`src/pkg/qdrc_pkg.sv`:
```
// Purpose: shared constants and types for the quad converter reference control
// Assumes: 50 MHz system clock, serial link sampled by that clock
// Notes:   command words are 24 bits, most significant bit first
package qdrc_pkg;

	// serial word geometry
	localparam int unsigned FRAME_BITS   = 24;
	localparam int unsigned CODE_BITS    = 16;
	localparam int unsigned CHANNELS     = 4;
	localparam int unsigned CNT_BITS     = 5;

	// command word fields
	localparam int unsigned PD_SEL_POS   = 16;          // power_down_select_bit
	localparam int unsigned LOAD_HI_POS  = 21;
	localparam int unsigned LOAD_LO_POS  = 20;
	localparam int unsigned CHSEL_HI_POS = 18;
	localparam int unsigned CHSEL_LO_POS = 17;
	localparam int unsigned PDMODE_HI    = 15;
	localparam int unsigned PDMODE_LO    = 14;

	// reference control words
	localparam logic [23:0] REF_DEFAULT_WORD  = 24'h010000;
	localparam logic [23:0] REF_ALWAYS_WORD   = 24'h011000;
	localparam logic [23:0] REF_DISABLE_WORD  = 24'h012000;

	// reset values
	localparam logic [15:0] CODE_RESET        = 16'h0000;
	localparam logic [23:0] SHIFT_RESET       = 24'h000000;

	// reference operating state
	typedef enum logic [1:0] {
		QDRC_REF_AUTO,
		QDRC_REF_ALWAYS,
		QDRC_REF_OFF
	} qdrc_ref_mode_t;

	// one decoded command handed from the serial front end
	typedef struct packed {
		logic        valid;
		logic [23:0] word;
	} qdrc_cmd_t;

endpackage : qdrc_pkg

```
`src/design/qdrc_top.sv`:
```
// Purpose: reference state control and channel code registers of a quad converter
// Assumes: host drives frame-select low, data on falling link clock edges
// Notes:   analog path modelled by tap select and reference enable outputs
module qdrc_top (
	// clock and reset
	input  wire logic         clk,
	input  wire logic         reset_n,
	// serial link pins
	input  wire logic         sclk,
	input  wire logic         frame_n,
	input  wire logic         din,
	// reference pin drive
	output logic              reference_output_pin_o,
	output logic              reference_output_pin_oe,
	output logic              ref_powered,
	output qdrc_pkg::qdrc_ref_mode_t ref_mode,
	// channel state
	output logic [63:0]       tap_select,
	output logic [3:0]        chan_powered_down
);

	logic        rst_meta_q;          // reset release stage one
	logic        rst_n_q;             // reset release stage two
	logic [2:0]  pin_meta_q;          // link pins stage one
	logic [2:0]  pin_sync_q;          // link pins stage two
	qdrc_pkg::qdrc_cmd_t cmd;         // received command pulse
	qdrc_pkg::qdrc_ref_mode_t mode_q; // reference state
	logic [15:0] code_q [4];          // converter registers
	logic [15:0] buf_q  [4];          // data buffers
	logic [3:0]  pd_q;                // channel power-down flags
	logic [3:0]  pd_buf_q;            // buffered power-down flags
	logic        ref_on;              // reference powered now

	// true when the word is a reference control command
	function automatic logic is_ref_cmd(input logic [23:0] w);
		is_ref_cmd = (w == qdrc_pkg::REF_DEFAULT_WORD) ||
			(w == qdrc_pkg::REF_ALWAYS_WORD) ||
			(w == qdrc_pkg::REF_DISABLE_WORD);
	endfunction : is_ref_cmd

	// reset release through two flops
	always_ff @(posedge clk or negedge reset_n) begin
		if (!reset_n) begin
			rst_meta_q <= 1'b0;
			rst_n_q    <= 1'b0;
		end else begin
			rst_meta_q <= 1'b1;
			rst_n_q    <= rst_meta_q;
		end
	end

	// link pins through two flops
	always_ff @(posedge clk or negedge rst_n_q) begin
		if (!rst_n_q) begin
			pin_meta_q <= 3'h2;
			pin_sync_q <= 3'h2;
		end else begin
			pin_meta_q <= {din, frame_n, sclk};
			pin_sync_q <= pin_meta_q;
		end
	end

	// serial front end
	qdrc_serial_rx u_rx (
		.clk       (clk),
		.rst_n     (rst_n_q),
		.sclk_s    (pin_sync_q[0]),
		.frame_n_s (pin_sync_q[1]),
		.din_s     (pin_sync_q[2]),
		.cmd       (cmd)
	);

	// reference state machine
	always_ff @(posedge clk or negedge rst_n_q) begin
		if (!rst_n_q) begin
			mode_q <= qdrc_pkg::QDRC_REF_AUTO;
		end else if (cmd.valid) begin
			case (cmd.word)
				qdrc_pkg::REF_DEFAULT_WORD: mode_q <= qdrc_pkg::QDRC_REF_AUTO;
				qdrc_pkg::REF_ALWAYS_WORD:  mode_q <= qdrc_pkg::QDRC_REF_ALWAYS;
				qdrc_pkg::REF_DISABLE_WORD: mode_q <= qdrc_pkg::QDRC_REF_OFF;
				default:                    mode_q <= mode_q;
			endcase
		end
	end

	// channel data and power-down loading
	always_ff @(posedge clk or negedge rst_n_q) begin
		if (!rst_n_q) begin
			for (int i = 0; i < 4; i++) begin
				code_q[i] <= qdrc_pkg::CODE_RESET;
				buf_q[i]  <= qdrc_pkg::CODE_RESET;
			end
			pd_q     <= 4'h0;
			pd_buf_q <= 4'h0;
		end else if (cmd.valid && !is_ref_cmd(cmd.word)) begin
			logic [1:0] sel;
			logic       pdn;
			logic       ld_hi;
			logic       ld_lo;
			sel   = cmd.word[qdrc_pkg::CHSEL_HI_POS:qdrc_pkg::CHSEL_LO_POS];
			pdn   = cmd.word[qdrc_pkg::PD_SEL_POS];
			ld_hi = cmd.word[qdrc_pkg::LOAD_HI_POS];
			ld_lo = cmd.word[qdrc_pkg::LOAD_LO_POS];
			// data buffer always takes the word
			buf_q[sel]    <= cmd.word[15:0];
			pd_buf_q[sel] <= pdn;
			if (ld_hi) begin
				// simultaneous update: others from buffers
				for (int i = 0; i < 4; i++) begin
					code_q[i] <= buf_q[i];
					pd_q[i]   <= pd_buf_q[i];
				end
				code_q[sel] <= cmd.word[15:0];
				pd_q[sel]   <= pdn;
			end else if (ld_lo) begin
				// single-channel update
				code_q[sel] <= cmd.word[15:0];
				pd_q[sel]   <= pdn;
			end
		end
	end

	// reference power decision
	always_comb begin
		case (mode_q)
			qdrc_pkg::QDRC_REF_AUTO:   ref_on = ~&pd_q;
			qdrc_pkg::QDRC_REF_ALWAYS: ref_on = 1'b1;
			default:                   ref_on = 1'b0;
		endcase
	end

	// outputs
	always_comb begin
		for (int i = 0; i < 4; i++) begin
			tap_select[16*i +: 16] = code_q[i];
		end
	end
	assign ref_powered             = ref_on;
	assign ref_mode                = mode_q;
	assign chan_powered_down       = pd_q;
	assign reference_output_pin_o  = ref_on;
	assign reference_output_pin_oe = ref_on;

endmodule : qdrc_top

```
`src/design/qdrc_serial_rx.sv`:
```
// Purpose: serial receiver, 24-bit shift register clocked by sampled link edges
// Assumes: link pins already pass two flip-flops in the top module
// Notes:   emits one command pulse on the 24th falling edge of the link clock
module qdrc_serial_rx (
	// clock and reset
	input  wire logic              clk,
	input  wire logic              rst_n,
	// synchronised link pins
	input  wire logic              sclk_s,
	input  wire logic              frame_n_s,
	input  wire logic              din_s,
	// command out
	output qdrc_pkg::qdrc_cmd_t    cmd
);

	logic                          sclk_prev_q;   // last sampled link clock
	logic                          frame_prev_q;  // last sampled frame line
	logic [23:0]                   shift_q;       // received bits
	logic [qdrc_pkg::CNT_BITS-1:0] count_q;       // bits received this frame
	logic                          locked_q;      // frame done, ignore clocking
	qdrc_pkg::qdrc_cmd_t           cmd_q;         // registered command pulse
	logic                          fall;          // falling link edge in frame
	logic                          frame_start;   // frame line falling edge

	assign fall        = sclk_prev_q & ~sclk_s & ~frame_n_s;
	assign frame_start = frame_prev_q & ~frame_n_s;
	assign cmd         = cmd_q;

	// edge history
	always_ff @(posedge clk or negedge rst_n) begin
		if (!rst_n) begin
			sclk_prev_q  <= 1'b0;
			frame_prev_q <= 1'b1;
		end else begin
			sclk_prev_q  <= sclk_s;
			frame_prev_q <= frame_n_s;
		end
	end

	// shifting and locking
	always_ff @(posedge clk or negedge rst_n) begin
		if (!rst_n) begin
			shift_q  <= qdrc_pkg::SHIFT_RESET;
			count_q  <= '0;
			locked_q <= 1'b0;
			cmd_q    <= '0;
		end else begin
			cmd_q.valid <= 1'b0;
			if (frame_n_s || frame_start) begin
				// early rise or new frame clears the interface, no transfer
				count_q  <= '0;
				locked_q <= 1'b0;
			end else if (fall && !locked_q) begin
				// msb first into the shift register
				shift_q <= {shift_q[22:0], din_s};
				if (count_q == 5'(qdrc_pkg::FRAME_BITS - 1)) begin
					// 24th edge: lock and execute at once
					locked_q   <= 1'b1;
					cmd_q.valid <= 1'b1;
					cmd_q.word  <= {shift_q[22:0], din_s};
				end
				count_q <= count_q + 5'h01;
			end
		end
	end

endmodule : qdrc_serial_rx

```
`config.mk`:
```
export PLATFORM = sky130hd
export DESIGN_NAME = qdrc_top
export DESIGN_NICKNAME = d
export VERILOG_FILES = /design/src/pkg/qdrc_pkg.sv /design/src/design/qdrc_top.sv /design/src/design/qdrc_serial_rx.sv
export SDC_FILE = /design/constraint.sdc
export NUM_CORES = 1
export LEC_CHECK = 0
export BUFFER_PORTS_ARGS = -buffer_cell sky130_fd_sc_hd__buf_2
export CORE_ASPECT_RATIO = 1.1
export CORE_MARGIN = 1
export CORE_UTILIZATION = 50
export CTS_BUF_LIST = sky130_fd_sc_hd__clkbuf_4 sky130_fd_sc_hd__clkbuf_8
export DETAILED_ROUTE_END_ITERATION = 16
export PLACE_DENSITY = 0.72
export SYNTH_ARGS = -nofsm -noshare
export SYNTH_HDL_FRONTEND = slang
export SYNTH_SLANG_ARGS = --single-unit
```
`constraint.sdc`:
```
create_clock -name clk -period 6.45 [get_ports clk]
set_clock_uncertainty 0.05 [all_clocks]
set_input_delay 0.645 -clock clk [delete_from_list [all_inputs] [get_ports clk]]
set_output_delay 0.645 -clock clk [all_outputs]
set_load 0.05 [all_outputs]
```
==> results.ini <==
[outcome]
status = finished with violations
failed_checks = design-rule violations

[pwr]
p_leak_nw = 5.20
peakVddDrop_v = 0.000155
power_mw = 2.42
p_per_area_mw_per_mm2 = 256

[cts]
h-tree-depth = 1
cts_resized = 0
cts.sink_count = 202
cts_buffer_depth = 3
cts_made_buffers = 31
clockRootBuffer = clkbuf_8
clk_latency_ns = 0.55
cts_tree = built
path_clk_slew_ns = 0.06

[synthesis]
netlist_area_mm2 = 0.00839
synth.mux.area_fraction = 0.241
syn_inst = 632
synthArstFlopShare = 1.00
syn_avg_cell_area_um2 = 13.3
synth_nets = 638
ys.flop_type = dfrtp_1
synthSimpleGateAreaFrac = 0.0640
synth_top_family_by_area = multiplexers
synth_compound_area_frac = 0.0476
synth_xor_area_frac = 0.00418
synth.distinct_cells = 41
seq_area_frac_synth = 0.603
synth_seq_cells = 202
synth_edf_count = 0
synth_fa_ha_area_frac = 0.00149
ys_warn_count = 0

[global_routing]
antenna_found_initial = 0
grt_start_max_net_pins = 73
grt_pass1_vias = 5072
grt_pass1_wl_mm = 26.0
grt.overflow.total = 0
gr-usage-all-layers = 0.192

[floorplanning]
start_util = 0.513
die_area_mm2 = 0.0173
io_pins = 78
die_y_um = 138
core_area_mm2 = 0.0164
die_x_um = 126
rows = 49

[route]
ant_nets = 0
vias_per_cell = 5.32
wire_per_inst_um = 17.4
routed_wl_mm = 16.1
drcViolationCount = 9
dr.pass1.iters = 11
vias = 4917
drt_iter0_markers = 258

[worst_setup_path]
timing.critical_path.buf_inv = 0
max_stage_delay_ns = 1.20
path_cells = nor3b_2 > nand2_1 > nor2_2 > mux2_2
endpoint_kind = flop
arrival_ns = 3.66
worstSetupPathType = flop to flop
critPathMaxFanout = 26
cp.required_ns = 6.82
slowest_stage = nor2_2
worstSetupStartpointType = flop
critPathTopFamily = simple AND/OR/NAND/NOR gates

[finish]
final_nets = 704
fin_util = 0.577
drive_gt1_frac = 0.372
area_growth_pct = 12.5
layout_commonest_cell = dfrtp_1
final_cell_mix = dfrtp_1 (198), mux2_2 (105), buf_2 (77), nand2_1 (73), mux2i_1 (69)
diodes = 0

[run]
max_cap_violations = 0

[timing]
rsz0062_at_grt = no
fin_crit_ns = 3.29
min_period_over_period = 0.510
fmax_mhz = 304
hold_violations = 0
worstMarginPinSlew_ns = 1.23
tns_ns = 0
maxSlewHeadroom = 0.181
setup_violations = 0
drv_slew = 0

[place]
finalWeightedCongestion = 0.736
dp_hpwl_mm = 10.4
port-buffer-count = 77

[min_path]
hp-class = primary input to flop

[Yosys cell counts (2+ instances only)]
master          instances  area [µm²]
nor4b_1                 2        17.5
nor2_1                  9        33.8
xor2_1                  3        26.3
nor4_1                  3        18.8
and3_2                  2        15.0
dfstp_2                 3        78.8
nand2b_1                2        12.5
mux2_2                105        1180
nand3b_1                2        15.0
o21ai_1                 4        20.0
or4_4                   2        22.5
nand2_1                73         274
buf_2                  12        60.1
nor2b_1                 2        12.5
a21oi_1                 2        10.0
dlymetal6s2s_1          4        50.1
and3_1                  2        12.5
o21ai_0                68         340
a31oi_1                 2        12.5
buf_6                   5        56.3
clkbuf_1               20        75.1
mux2i_1                69         691
nand4_1                 3        18.8
and3b_1                 2        17.5
buf_4                   8        60.1
mux2_4                 10         150
dfrtp_1               199        4980
[repair_timing]
action                                 4_1_cts  5_1_grt
endpoints found under the hold margin        2        0
setup buffers                                0        0
hold buffers                                 1        0
setup endpoints to repair                    0        0
[cells by family (layout without fill, tap and decap cells)]
logic type | after synthesis | in the layout
flip-flops | 202 | 202
XOR/XNOR | 4 | 4
AO/OA/AOI/OAI | 78 | 78
multiplexers | 184 | 184
other | 1 | 1
adder cells (fa/ha/maj) | 1 | 1
AND/OR/NAND/NOR | 112 | 112
buffers and inverters | 50 | 138
[report_power, final]
| part | switching [mW] | internal, mW | total (mW) | leakage [nW] |
|---|---|---|---|---|
| combinational | 0.0215 | 0.0123 | 0.0338 | 2.05 |
| sequential | 0.0169 | 1.28 | 1.30 | 2.79 |
| clock | 0.469 | 0.618 | 1.09 | 0.358 |
[state kept, by name, indices dropped and copies added, names as in the netlist, 4 cells and up]
name / count
pd_buf_q: 4
u_rx.shift_q: 23
u_rx.count_q: 5
buf_q: 64
u_rx.cmd: 25
chan_powered_down: 4
tap_select: 64
[layer usage]
| layer | wire length, µm | part of all wire | GRT usage | vias up |
|---|---|---|---|---|
| li1 | - | - | - | 2336 |
| met1 | 7150 | 0.44 | 0.249 | 2455 |
| met2 | 7850 | 0.49 | 0.323 | 99 |
| met3 | 694 | 0.043 | 0.0343 | 27 |
| met4 | 372 | 0.023 | 0.0799 | 0 |
| met5 | 0 | 0 | 0 | - |
[area by class of cell]
cell class | instances | area (µm²)
clock buffers | 49 | 631
well taps | 204 | 255
clock inverters | 6 | 33.8
multi-input cells | 380 | 3030
repair buffers | 83 | 433
fillers | 1318 | 6930
flip-flops and latches | 202 | 5060
[worst register-to-register path: cells and delay by family (launching register included)]
kind	cells	cell delay, ns
AND/OR/NAND/NOR	3	2.30
flip-flops	1	0.38
multiplexers	1	0.44
[final timing paths]
path | depth (start not counted) | slack (ns) | from | to
max | 4 | 3.16 | pin_sync_q[0] | u_rx.cmd[23]
min | 1 | 0.15 | frame_n | pin_meta_q[1]
max reg2reg | 4 | 3.16 | pin_sync_q[0] | u_rx.cmd[23]
min reg2reg | 0 | 0.30 | pin_meta_q[2] | pin_sync_q[2]
max in group asynchronous | 1 | 4.52 | rst_n_q | tap_select[34]
min in group asynchronous | 2 | 0.36 | reset_n | rst_n_q
[per-stage QoR]
stage | hold WS [ns] | cell area (µm²) | setup slack, ns | cells
6_report | 0.147 | 9440 | 3.16 | 924
5_1_grt | 0.117 | 9440 | 2.86 | 924
4_1_cts | 0.112 | 9440 | 3.13 | 924
3_5_place_dp | 0.286 | 8770 | 3.14 | 868
3_3_place_gp | 0.284 | 8770 | 3.23 | 868
2_1_floorplan | 0.281 | 8390 | 0.359 | 632
Power figures use the tool's default switching activity.
